### src/verilog/anr_defines.svh
// Offsets, field positions, reset values for the negotiation register bank.
// Assumes 5-bit management register addresses and 16-bit register data.
// How it works
// Registers 0,1,4,5,6 present; 7 with next page
// Enable set: manual speed and duplex ignored
// Restart bit reads one until negotiation done
// Writing restart one starts negotiation; completion clears
// Restart self-clears; writing zero does nothing
// Complete bit zero when disabled or unable
// Complete bit set on successful negotiation
// Remote fault sticky until status read or reset
// Advertisement resets to selector, ack zero, abilities
// Partner ability read-only, mirrors last code word
// Expansion register read-only, writes ignored
// Expansion bit 0: partner can negotiate
// Expansion bit 1: new code word stored
// Reading expansion clears page received bit
// Expansion bit 2: local next page support
// Expansion bit 3: partner next page support
// Wait expiry with ready count not one: fault
// Reading expansion clears parallel detect fault
// Next page transmit register resets to 2001h
// Next page write sets page loaded flag
// Without management, advertised vector from equivalent source
// Without management, next page variables still provided
// Registers 16 bits, unused bits read zero
`ifndef ANR_DEFINES_SVH
`define ANR_DEFINES_SVH

`define ANR_OFF_CTL 5'h00
`define ANR_OFF_STS 5'h01
`define ANR_OFF_ADV 5'h04
`define ANR_OFF_LPA 5'h05
`define ANR_OFF_EXP 5'h06
`define ANR_OFF_NPT 5'h07

`define ANR_CTL_SPEED 13
`define ANR_CTL_ANEN 12
`define ANR_CTL_RESTART 9
`define ANR_CTL_DUPLEX 8

`define ANR_STS_TECH_HI 15
`define ANR_STS_TECH_LO 11
`define ANR_STS_COMPLETE 5
`define ANR_STS_RFAULT 4
`define ANR_STS_ANABLE 3

`define ANR_ADV_ACK 14
`define ANR_ADV_TECH_HI 9
`define ANR_ADV_TECH_LO 5
`define ANR_ADV_SEL_HI 4

`define ANR_EXP_LP_AN 0
`define ANR_EXP_PAGE 1
`define ANR_EXP_NP 2
`define ANR_EXP_LP_NP 3
`define ANR_EXP_PDF 4

`define ANR_NPT_RESET 16'h2001
`define ANR_FLAG_CNT 3

`endif

### src/verilog/anr_pkg.sv
// Types shared by the negotiation register bank.
// Assumes the defines header is compiled alongside.
package anr_pkg;

    typedef struct packed {
        logic rd;
        logic wr;
        logic [4:0] addr;
        logic [15:0] wdata;
    } anr_mgmt_req_t;

    typedef struct packed {
        logic ability;
        logic complete;
        logic page_rx;
        logic [15:0] lp_word;
        logic lp_an_able;
        logic lp_np_able;
        logic rfault;
        logic wait_expired;
        logic page_taken;
        logic res_speed;
        logic res_duplex;
    } anr_neg_in_t;

    typedef struct packed {
        logic an_en;
        logic speed;
        logic duplex;
        logic restart;
        logic restart_req;
        logic adv_init;
        logic [15:0] adv;
        logic [15:0] np_tx;
        logic np_loaded;
        logic [15:0] lp;
        logic [15:0] rdata;
        logic rvalid;
        logic cfg_speed;
        logic cfg_duplex;
    } anr_state_t;

    typedef struct packed {
        logic flag;
    } anr_sticky_t;

endpackage : anr_pkg

### src/verilog/anr_sticky.sv
// Sticky event flag; a set in the clearing cycle wins.
// Assumes set and clear come from logic on the same clock.
`timescale 1ns/100ps
`default_nettype none
module anr_sticky (
    // Clock and reset
    input wire logic clk,
    input wire logic rst_n,
    // Event and clear
    input wire logic set,
    input wire logic clr,
    // Flag
    output logic flag_r
);
    anr_pkg::anr_sticky_t st_r;
    anr_pkg::anr_sticky_t st_nxt;

    always_comb begin
        st_nxt = st_r;
        if (clr) begin
            st_nxt.flag = 1'b0;
        end
        if (set) begin
            st_nxt.flag = 1'b1;
        end
    end

    always_ff @(posedge clk) begin
        if (!rst_n) begin
            st_r <= '0;
        end else begin
            st_r <= st_nxt;
        end
    end

    assign flag_r = st_r.flag;
endmodule : anr_sticky
`default_nettype wire

### src/verilog/anr_regs.sv
// Negotiation management register bank with clear-on-read flags.
// Assumes requests and negotiation inputs are on clk; pd_ready is
// resynchronised here since link monitors may run elsewhere.
`timescale 1ns/100ps
`default_nettype none
`include "anr_defines.svh"
module anr_regs #(
    parameter int PD_CNT = 3,
    parameter bit HAS_MGMT = 1'b1,
    parameter bit NP_SUPPORT = 1'b1,
    parameter bit AN_EN_RESET = 1'b1,
    parameter logic [4:0] SELECTOR = 5'h01
) (
    // Clock and reset
    input wire logic clk,
    input wire logic rst_n,
    // Management access
    input wire anr_pkg::anr_mgmt_req_t mgmt_req,
    output logic [15:0] mgmt_rdata_r,
    output logic mgmt_rvalid_r,
    // Negotiation logic status
    input wire anr_pkg::anr_neg_in_t neg_in,
    input wire logic [4:0] tech_ability,
    input wire logic [PD_CNT-1:0] pd_ready,
    // Equivalents used when no management exists
    input wire logic [15:0] adv_ext,
    input wire logic [15:0] np_ext_word,
    input wire logic np_ext_load,
    // Controls to negotiation logic
    output logic an_enable_r,
    output logic restart_req_r,
    output logic [15:0] adv_ability_r,
    output logic [15:0] np_tx_word_r,
    output logic np_loaded_r,
    output logic np_able_r,
    output logic lp_np_able_r,
    output logic cfg_speed_r,
    output logic cfg_duplex_r
);
    anr_pkg::anr_state_t st_r;
    anr_pkg::anr_state_t st_nxt;
    logic [PD_CNT-1:0] pd_meta_r;
    logic [PD_CNT-1:0] pd_sync_r;
    logic [`ANR_FLAG_CNT-1:0] flag_set;
    logic [`ANR_FLAG_CNT-1:0] flag_clr;
    logic [`ANR_FLAG_CNT-1:0] flag_r;
    logic np_able_q;
    logic lp_np_q;
    logic lp_an_q;
    logic rd_ctl, wr_ctl, rd_sts, rd_exp, wr_exp;
    logic wr_adv, wr_npt, mgmt_rd, mgmt_wr;
    logic complete_bit;
    logic pd_fault_now;

    localparam int F_RFAULT = 0;
    localparam int F_PAGE = 1;
    localparam int F_PDF = 2;

    // Address match, used by every strobe decode; the read mux cases on the address
    function automatic logic at_off(input logic [4:0] addr, input logic [4:0] off);
        at_off = (addr == off);
    endfunction : at_off

    // Number of monitors reporting ready
    function automatic int ready_count(input logic [PD_CNT-1:0] v);
        int n;
        n = 0;
        for (int i = 0; i < PD_CNT; i++) begin
            n = n + int'(v[i]);
        end
        ready_count = n;
    endfunction : ready_count

    // without management every request is ignored
    assign mgmt_rd = HAS_MGMT && mgmt_req.rd;
    assign mgmt_wr = HAS_MGMT && mgmt_req.wr;
    assign rd_ctl = mgmt_rd && at_off(mgmt_req.addr, `ANR_OFF_CTL);
    assign wr_ctl = mgmt_wr && at_off(mgmt_req.addr, `ANR_OFF_CTL);
    assign rd_sts = mgmt_rd && at_off(mgmt_req.addr, `ANR_OFF_STS);
    assign rd_exp = mgmt_rd && at_off(mgmt_req.addr, `ANR_OFF_EXP);
    assign wr_exp = mgmt_wr && at_off(mgmt_req.addr, `ANR_OFF_EXP);
    assign wr_adv = mgmt_wr && at_off(mgmt_req.addr, `ANR_OFF_ADV);
    assign wr_npt = mgmt_wr && at_off(mgmt_req.addr, `ANR_OFF_NPT);

    // Link monitors may sit on other clocks
    always_ff @(posedge clk) begin
        if (!rst_n) begin
            pd_meta_r <= '0;
            pd_sync_r <= '0;
        end else begin
            pd_meta_r <= pd_ready;
            pd_sync_r <= pd_meta_r;
        end
    end

    // fault when zero or several monitors ready
    assign pd_fault_now = neg_in.wait_expired && (ready_count(pd_sync_r) != 1);

    // remote fault held until status read
    assign flag_set[F_RFAULT] = neg_in.rfault;
    assign flag_clr[F_RFAULT] = rd_sts;
    // new code word stored
    assign flag_set[F_PAGE] = neg_in.page_rx;
    // cleared by expansion read
    assign flag_clr[F_PAGE] = rd_exp;
    assign flag_set[F_PDF] = pd_fault_now;
    // cleared by expansion read
    assign flag_clr[F_PDF] = rd_exp;

    for (genvar g = 0; g < `ANR_FLAG_CNT; g++) begin : g_flag
        anr_sticky u_flag (
            .clk(clk),
            .rst_n(rst_n),
            .set(flag_set[g]),
            .clr(flag_clr[g]),
            .flag_r(flag_r[g])
        );
    end

    // capability levels, registered for clean outputs
    always_ff @(posedge clk) begin
        if (!rst_n) begin
            np_able_q <= 1'b0;
            lp_np_q <= 1'b0;
            lp_an_q <= 1'b0;
        end else begin
            np_able_q <= NP_SUPPORT;
            lp_np_q <= neg_in.lp_np_able;
            lp_an_q <= neg_in.lp_an_able;
        end
    end

    // complete only when enabled and able
    assign complete_bit = st_r.an_en && neg_in.ability && neg_in.complete;

    always_comb begin
        logic [15:0] rd_val;
        rd_val = '0;
        st_nxt = st_r;
        st_nxt.restart_req = 1'b0;

        // abilities caught once, the cycle after reset release
        if (!st_r.adv_init) begin
            st_nxt.adv_init = 1'b1;
            if (HAS_MGMT) begin
                st_nxt.adv[`ANR_ADV_TECH_HI:`ANR_ADV_TECH_LO] = tech_ability;
            end else begin
                // equivalent advertised vector
                st_nxt.adv = adv_ext;
            end
        end

        if (wr_ctl) begin
            st_nxt.an_en = mgmt_req.wdata[`ANR_CTL_ANEN];
            st_nxt.speed = mgmt_req.wdata[`ANR_CTL_SPEED];
            st_nxt.duplex = mgmt_req.wdata[`ANR_CTL_DUPLEX];
        end

        // completion clears the pending restart
        if (st_r.restart && neg_in.complete) begin
            st_nxt.restart = 1'b0;
        end
        // only a one acts; zero leaves the bit alone
        if (wr_ctl && mgmt_req.wdata[`ANR_CTL_RESTART]) begin
            st_nxt.restart = 1'b1;
            st_nxt.restart_req = 1'b1;
        end

        // Ack stays zero with management; the arbiter owns it on the wire
        if (wr_adv) begin
            st_nxt.adv = mgmt_req.wdata;
            st_nxt.adv[`ANR_ADV_ACK] = 1'b0;
        end

        // partner word mirrored on each reception
        if (neg_in.page_rx) begin
            st_nxt.lp = neg_in.lp_word;
        end

        // Page taken by arbiter; a new write in the same cycle wins
        if (neg_in.page_taken) begin
            st_nxt.np_loaded = 1'b0;
        end
        // any write marks a fresh page
        if (NP_SUPPORT && wr_npt) begin
            st_nxt.np_tx = mgmt_req.wdata;
            st_nxt.np_loaded = 1'b1;
        end
        // equivalent page source without management
        if (NP_SUPPORT && !HAS_MGMT && np_ext_load) begin
            st_nxt.np_tx = np_ext_word;
            st_nxt.np_loaded = 1'b1;
        end

        // manual settings ignored while negotiating
        if (st_r.an_en) begin
            st_nxt.cfg_speed = neg_in.res_speed;
            st_nxt.cfg_duplex = neg_in.res_duplex;
        end else begin
            st_nxt.cfg_speed = st_r.speed;
            st_nxt.cfg_duplex = st_r.duplex;
        end

        // 16-bit map, unmapped and reserved bits read zero
        unique case (mgmt_req.addr)
            `ANR_OFF_CTL: begin
                rd_val[`ANR_CTL_SPEED] = st_r.speed;
                rd_val[`ANR_CTL_ANEN] = st_r.an_en;
                // reads one while a restart is pending
                rd_val[`ANR_CTL_RESTART] = st_r.restart;
                rd_val[`ANR_CTL_DUPLEX] = st_r.duplex;
            end
            `ANR_OFF_STS: begin
                rd_val[`ANR_STS_TECH_HI:`ANR_STS_TECH_LO] = tech_ability;
                rd_val[`ANR_STS_COMPLETE] = complete_bit;
                rd_val[`ANR_STS_RFAULT] = flag_r[F_RFAULT];
                rd_val[`ANR_STS_ANABLE] = neg_in.ability;
            end
            `ANR_OFF_ADV: begin
                rd_val = st_r.adv;
            end
            `ANR_OFF_LPA: begin
                rd_val = st_r.lp;
            end
            // value only, writes have no path here
            `ANR_OFF_EXP: begin
                rd_val[`ANR_EXP_LP_AN] = lp_an_q;
                rd_val[`ANR_EXP_PAGE] = flag_r[F_PAGE];
                rd_val[`ANR_EXP_NP] = np_able_q;
                rd_val[`ANR_EXP_LP_NP] = lp_np_q;
                rd_val[`ANR_EXP_PDF] = flag_r[F_PDF];
            end
            `ANR_OFF_NPT: begin
                if (NP_SUPPORT) begin
                    rd_val = st_r.np_tx;
                end
            end
            default: begin
                rd_val = '0;
            end
        endcase

        st_nxt.rvalid = mgmt_rd;
        if (mgmt_rd) begin
            st_nxt.rdata = rd_val;
        end
    end

    always_ff @(posedge clk) begin
        if (!rst_n) begin
            st_r <= '0;
            st_r.an_en <= AN_EN_RESET;
            // selector defined, ack zero at power-on
            st_r.adv[`ANR_ADV_SEL_HI:0] <= SELECTOR;
            // next page default
            st_r.np_tx <= `ANR_NPT_RESET;
        end else begin
            st_r <= st_nxt;
        end
    end

    assign mgmt_rdata_r = st_r.rdata;
    assign mgmt_rvalid_r = st_r.rvalid;
    assign an_enable_r = st_r.an_en;
    assign restart_req_r = st_r.restart_req;
    assign adv_ability_r = st_r.adv;
    assign np_tx_word_r = st_r.np_tx;
    assign np_loaded_r = st_r.np_loaded;
    assign np_able_r = np_able_q;
    assign lp_np_able_r = lp_np_q;
    assign cfg_speed_r = st_r.cfg_speed;
    assign cfg_duplex_r = st_r.cfg_duplex;
endmodule : anr_regs
`default_nettype wire

### config.mk
export PLATFORM = sky130hd
export DESIGN_NAME = anr_regs
export DESIGN_NICKNAME = d
export VERILOG_FILES = /design/src/verilog/anr_pkg.sv /design/src/verilog/anr_sticky.sv /design/src/verilog/anr_regs.sv
export VERILOG_INCLUDE_DIRS = /design/src /design/src/verilog
export SDC_FILE = /design/constraint.sdc
export NUM_CORES = 1
export LEC_CHECK = 0
export BUFFER_PORTS_ARGS = -buffer_cell sky130_fd_sc_hd__buf_2
export CORE_MARGIN = 5
export CORE_UTILIZATION = 46
export CTS_BUF_LIST = sky130_fd_sc_hd__clkbuf_2
export DETAILED_ROUTE_END_ITERATION = 7
export PLACE_DENSITY = 0.8
export SLEW_MARGIN = 20
export SYNTH_ARGS = -nofsm -noshare
export SYNTH_HDL_FRONTEND = slang
export SYNTH_SLANG_ARGS = --single-unit
### constraint.sdc
create_clock -name clk -period 1.7 [get_ports clk]
set_input_delay 0.085 -clock clk [delete_from_list [all_inputs] [get_ports clk]]
set_output_delay 0.085 -clock clk [all_outputs]
set_load 0.05 [all_outputs]
==> results.py, run 1 <==
metrics = {
    "grt": {
        "grt_busiest_layer": "met2",
        "use_met3": 0.0447,
        "grt_use_total": 0.213,
        "grt_pass1_wl_mm": 17.6,
        "grt_overflow": 0,
        "grt_antenna_before_repair": 0,
        "grt_pass1_vias": 3627,
        "use_met1": 0.243,
        "use_met2": 0.384,
        "grt_max_degree": 24,
    },
    "worst_hold_path": {
        "worst_hold_path_type": "input port to flop",
    },
    "sta": {
        "fmax_mhz": 603,
        "setup_viol": 0,
        "tightest_slew_ns": 0.678,
        "setup_ws_ns": 0.0413,
        "slew_headroom": 0.548,
        "rsz0062_at_grt": "false",
        "min_period_ns": 1.66,
        "finalHoldViolCount": 0,
        "whs_ns": 0.0493,
        "fin_skew_ns": 0.0161,
        "fin_crit_sh": 0.976,
        "fin_setup_tns_ns": 0,
        "drv_slew": 0,
    },
    "yosys": {
        "ys_seq_elements": 85,
        "synth_cell_types": 46,
        "async_reset_ff_frac": 0,
        "avgSynthCellArea_um2": 9.61,
        "yosysSeqAreaShare": 0.426,
        "ys_top_cells_by_area": "dfxtp_1 43%, mux2i_1 14%, buf_4 9.0%",
        "synthCells": 415,
        "syn_area_um2": 3990,
        "yosysTopAreaCellShare": 0.426,
        "yosysWarnings": 0,
        "synth_top_area_cell": "dfxtp_1",
        "synth.net_count": 508,
        "ys.flop_type": "dfxtp_1",
        "synth-edff-count": 0,
    },
    "die": {
        "die-area_um2": 10600,
        "core.rowCount": 34,
        "io_pins": 148,
        "die_y_um": 103,
        "die_x_um": 103,
        "core_region_area_um2": 8590,
        "start_util": 0.464,
    },
    "placed_design": {
        "place.gp.congestion": 0.888,
        "place_hpwl_mm": 7.68,
        "io_buffers": 113,
        "pre_cts_ws_ns": 0.127,
        "dp_cells": 581,
    },
    "clock_network": {
        "postCtsSetupRepairBufs": 0,
        "cts-root-buf": "clkbuf_2",
        "clk_pin_slew_ns": 0.24,
        "clock_path_buffers": 2,
        "htreeDepth": 3,
        "cts.sinks": 85,
        "clk_latency_ns": 0.52,
        "cts_buffers": 9,
        "cts_tree": "yes",
    },
    "run_status": {
        "status": "finished, final reports clean",
    },
    "pwr": {
        "p_per_area_nw_per_um2": 771,
        "leakagePower_nw": 2.37,
        "p_int_mw": 2.84,
        "vdd_ir_drop_max_v": 0.000434,
        "power.switching_mw": 1.11,
        "p_comb_frac": 0.160,
        "pwr-share-clk": 0.308,
        "swShare": 0.280,
        "power_frac_seq": 0.532,
    },
    "critical_path": {
        "worstPathRequired_ns": 2.15,
        "cp_max_fo": 3,
        "cp_slowest_stage_delay_ns": 0.56,
        "crit_chain": "mux4_2, nand2_1, a21oi_1, dlygate4sd3_1",
        "worstPathArrival_ns": 2.11,
        "cp-end-kind": "flop",
        "cp_slowest_cell": "dlygate4sd3_1",
        "crit_type": "flop to flop",
        "start_kind": "flop",
    },
    "layout": {
        "fin_nets": 637,
        "final_common_cell": "buf_2",
        "antennaDiodeCount": 0,
        "syn2layout_area_growth_pct": 28.4,
        "drive_gt1_frac": 0.317,
        "layout.cells.non_filler": 657,
        "final_cell_mix": "113 x buf_2, 84 x dfxtp_1, 60 x dlygate4sd3_1",
        "nFillCells": 745,
    },
    "drt": {
        "antenna_left": 0,
        "drtIter0Drc": 149,
        "avgViaCountPerCell": 5.23,
        "wl_per_cell_um": 16.8,
        "first_pass_iters": 4,
        "vias": 3439,
        "drcViolationCount": 0,
        "wirelength_mm": 11.0,
    },
    "flow_run": {
        "cap_violations": 0,
    },
}
==> cells by family (layout without fill, tap and decap cells) <==
kind of cell	Yosys count	after routing	share of synthesized area
AND/OR/NAND/NOR	120	120	0.144
flip-flops	85	85	0.426
buffers and inverters	82	216	0.128
multiplexers	72	72	0.200
AO/OA/AOI/OAI	54	54	0.0960
adder cells (fa/ha/maj)	1	1	0.00502
other	1	1	0.000940
==> Yosys cell counts (all sizes together) (2+ instances only) <==
cell type	instances
nand4	2
o22ai	2
a32o	6
or2	3
nand2b	2
mux2i	55
o2bb2ai	3
a31oi	3
nand3	9
clkbuf	20
nand2	54
a2bb2oi	2
nor4b	2
mux2	12
buf	55
o21ai	10
nor3b	2
and2	13
dfxtp	85
a41oi	3
or3b	2
a21oi	10
a22oi	3
inv	6
o21a	2
a32oi	5
o31ai	2
mux4	5
nor2	26
==> registers in the layout (all words and copies together) (netlist names) <==
name	flops
st_r	20
pd_sync_r	3
cfg_duplex_r	1
mgmt_rdata_r	16
adv_ability_r	15
pd_meta_r	3
g_flag.u_flag.flag_r	3
lp_an_q	1
cfg_speed_r	1
np_tx_word_r	16
lp_np_able_r	1
mgmt_rvalid_r	1
an_enable_r	1
np_loaded_r	1
np_able_r	1
restart_req_r	1
==> stage by stage <==
stage / util / power (mW) / area [um2]
finish: 0.596 / 3.95 / 5120
global route: 0.596 / 4.11 / 5120
CTS: 0.595 / 3.96 / 5110
detailed placement: 0.509 / 2.66 / 4370
global placement: 0.509 / 2.65 / 4370
floorplan: - / 2.50 / 3990
==> power by group through the flow <==
stage	sequential (mW)	clock, mW	combinational (mW)
after floorplan	2.15	0	0.353
after global placement	2.14	0	0.512
after detailed placement	2.14	0	0.521
after CTS	2.10	1.23	0.625
after global routing	2.11	1.32	0.682
final	2.10	1.22	0.631
==> cell type report <==
cell class                      instances  area, um2  share of cell area
Sequential cell                        85       1700               0.332
Inverter                                7       30.0             0.00586
Timing Repair Buffer                  193       1330               0.259
Multi-Input combinational cell        248       1780               0.348
Clock inverter                          7       96.3              0.0188
Clock buffer                            9       45.0             0.00879
Tap cell                              108        135              0.0264
==> worst paths after layout <==
check                   from              end  slack, ns  cells past startpoint
max          np_tx_word_r[3]  mgmt_rdata_r[3]       0.04                      4
min             mgmt_req[21]         st_r[72]       0.05                      4
max reg2reg  np_tx_word_r[3]  mgmt_rdata_r[3]       0.04                      4
min reg2reg     pd_meta_r[2]     pd_sync_r[2]       0.47                      1
==> what timing repair did <==
| action | 4_1_cts | 5_1_grt |
|---|---|---|
| endpoints found under the setup margin | 0 | 4 |
| hold endpoints to repair | 75 | 0 |
| hold buffers | 60 | 0 |
| resized for setup | 0 | 3 |
==> metal layers <==
metal / vias to the layer above / part of all wire
li1: 1643 / -
met1: 1643 / 0.40
met2: 123 / 0.51
met3: 30 / 0.066
met4: 0 / 0.025
met5: - / 0
==> worst max-delay path, delay by kind of cell, from the launching register on <==
family / cells / cell delay (ns)
AOI/OAI and AO/OA: 1 / 0.06
buffers and inverters: 1 / 0.56
DFF: 1 / 0.38
muxes: 1 / 0.49
and+or+nand+nor: 1 / 0.10
(Power assumes the default switching activity.)
==> run 2, diff against run 1 <==
Clock period 1.7 ns to 1.5 ns, I/O delays scaled along.
==> results.py, run 2 (synthesis results as in run 1) <==
metrics = {
    "run_status": {
        "status": "finished, final reports clean",
    },
    "placed_design": {
        "io_buffers": 113,
        "dp_cells": 583,
        "place.gp.congestion": 0.870,
        "place_hpwl_mm": 7.56,
        "pre_cts_ws_ns": 0.0317,
    },
    "layout": {
        "layout.cells.non_filler": 682,
        "final_common_cell": "buf_2",
        "final_core_util": 0.621,
        "final_cell_mix": "113 x buf_2, 84 x dfxtp_1, 77 x dlygate4sd3_1",
        "fin_nets": 662,
        "top_register": "st_r",
        "drive_gt1_frac": 0.319,
        "syn2layout_area_growth_pct": 33.7,
        "largest_reg_flops": 20,
        "antennaDiodeCount": 0,
    },
    "sta": {
        "finalHoldViolCount": 0,
        "setup_viol": 0,
        "min_period_ns": 1.48,
        "slew_headroom": 0.546,
        "fin_skew_ns": 0.0250,
        "fin_crit_sh": 0.989,
        "tightest_slew_ns": 0.680,
        "drv_slew": 0,
        "fmax_mhz": 674,
        "setup_ws_ns": 0.0172,
    },
    "drt": {
        "drtIter0Drc": 133,
        "wirelength_mm": 11.6,
        "drcViolationCount": 0,
        "first_pass_iters": 5,
        "wl_per_cell_um": 17.1,
        "vias": 3545,
        "antenna_left": 0,
        "avgViaCountPerCell": 5.20,
    },
    "worst_hold_path": {
        "worst_hold_path_type": "input port to flop",
        "min_from": "mgmt_req[18]",
        "hold_depth": 4,
        "holdPathEnd": "mgmt_rdata_r[8]",
    },
    "critical_path": {
        "worstPathRequired_ns": 1.98,
        "cp_slowest_stage_delay_ns": 0.56,
        "rr_startpoint": "pd_sync_r[0]",
        "r2r_cells": 4,
        "cp-end-kind": "flop",
        "crit_type": "input port to flop",
        "cp_slowest_cell": "dlygate4sd3_1",
        "r2r-end": "g_flag[2].u_flag.flag_r",
        "rrSetupSlack_ns": 0.19,
        "crit_chain": "dlygate4sd3_1, buf_2, nand2_1, dlygate4sd3_1, mux2i_1, dlygate4sd3_1",
        "cp_max_fo": 2,
        "path_common_cell": "dlygate4sd3_1",
        "worstPathArrival_ns": 1.96,
        "start_kind": "input port",
    },
    "pwr": {
        "total_power_mw": 4.23,
        "vdd_ir_drop_max_v": 0.000433,
        "leakagePower_nw": 2.47,
        "p_per_area_nw_per_um2": 793,
    },
    "grt": {
        "grt_pass1_vias": 3669,
        "use_met2": 0.386,
        "grt_antenna_before_repair": 0,
        "grt_use_total": 0.220,
        "grt_overflow": 0,
        "use_met3": 0.0514,
        "grt_pass1_wl_mm": 17.9,
        "grt_max_degree": 31,
        "grt_busiest_layer": "met2",
        "use_met1": 0.247,
    },
    "die": {
        "start_util": 0.464,
        "die_y_um": 103,
        "die-area_um2": 10600,
        "die_x_um": 103,
        "core.rowCount": 34,
        "core_region_area_um2": 8590,
        "io_pins": 148,
    },
    "clock_network": {
        "clock_path_buffers": 2,
        "cts_buffers": 9,
        "clk_pin_slew_ns": 0.25,
        "clk_latency_ns": 0.54,
        "cts_tree": "yes",
        "cts-root-buf": "clkbuf_2",
        "cts.sinks": 85,
        "htreeDepth": 3,
    },
    "flow_run": {
        "cap_violations": 0,
    },
}
-- run 2: final cells by class --
class	instances	area, um2
clock buffer	9	45.0
clock inverter	7	58.8
fill	728	3260
inverter	7	26.3
multi-input combinational	248	1800
sequential	85	1700
tap	108	135
timing repair buffer	218	1570
-- run 2: how the worst max path moves through the flow --
| stage | from | end | cells after the start |
|---|---|---|---|
| 6_report | mgmt_req[5] | np_tx_word_r[5] | 6 |
| 5_1_grt | mgmt_req[21] | adv_ability_r[3] | 6 |
| 4_1_cts | an_enable_r | an_enable_r | 1 |
| 3_5_place_dp | mgmt_req[20] | adv_ability_r[0] | 5 |
| 3_3_place_gp | mgmt_req[20] | adv_ability_r[0] | 5 |
| 2_1_floorplan | mgmt_req[19] | adv_ability_r[11] | 6 |
-- run 2: routing by layer --
metal / wire length, um / vias up
li1: - / 1705
met1: 4660 / 1664
met2: 5810 / 143
met3: 826 / 33
met4: 343 / 0
met5: 0 / -
-- run 2: what timing repair did --
item / in CTS / in global routing
endpoints found under the hold margin: 79 / 1
hold buffers: 76 / 1
setup endpoints to repair: 0 / 4
buffers inserted: 0 / 6
gates resized for setup: 0 / 4
-- run 2: where the power goes --
part	switching (mW)	total (mW)	leakage [nW]	internal, mW
Sequential	0.0428	2.38	0.694	2.34
Clock	0.858	1.10	0.0591	0.239
Combinational	0.399	0.754	1.72	0.354
-- run 2: critical path: cells and delay by family --
family,cells,cell delay [ns]
buffers and inverters,4,1.78
muxes,1,0.07
and+or+nand+nor,1,0.04
-- run 2: through the flow --
stage	hold WS [ns]	setup TNS, ns	instance area (um2)
global placement	0.280	0	4400
finish	0.0429	0	5340
detailed placement	0.286	0	4400
global route	0.00875	-0.00147	5340
CTS	0.00136	0	5260
floorplan	0.103	-1.37	3990
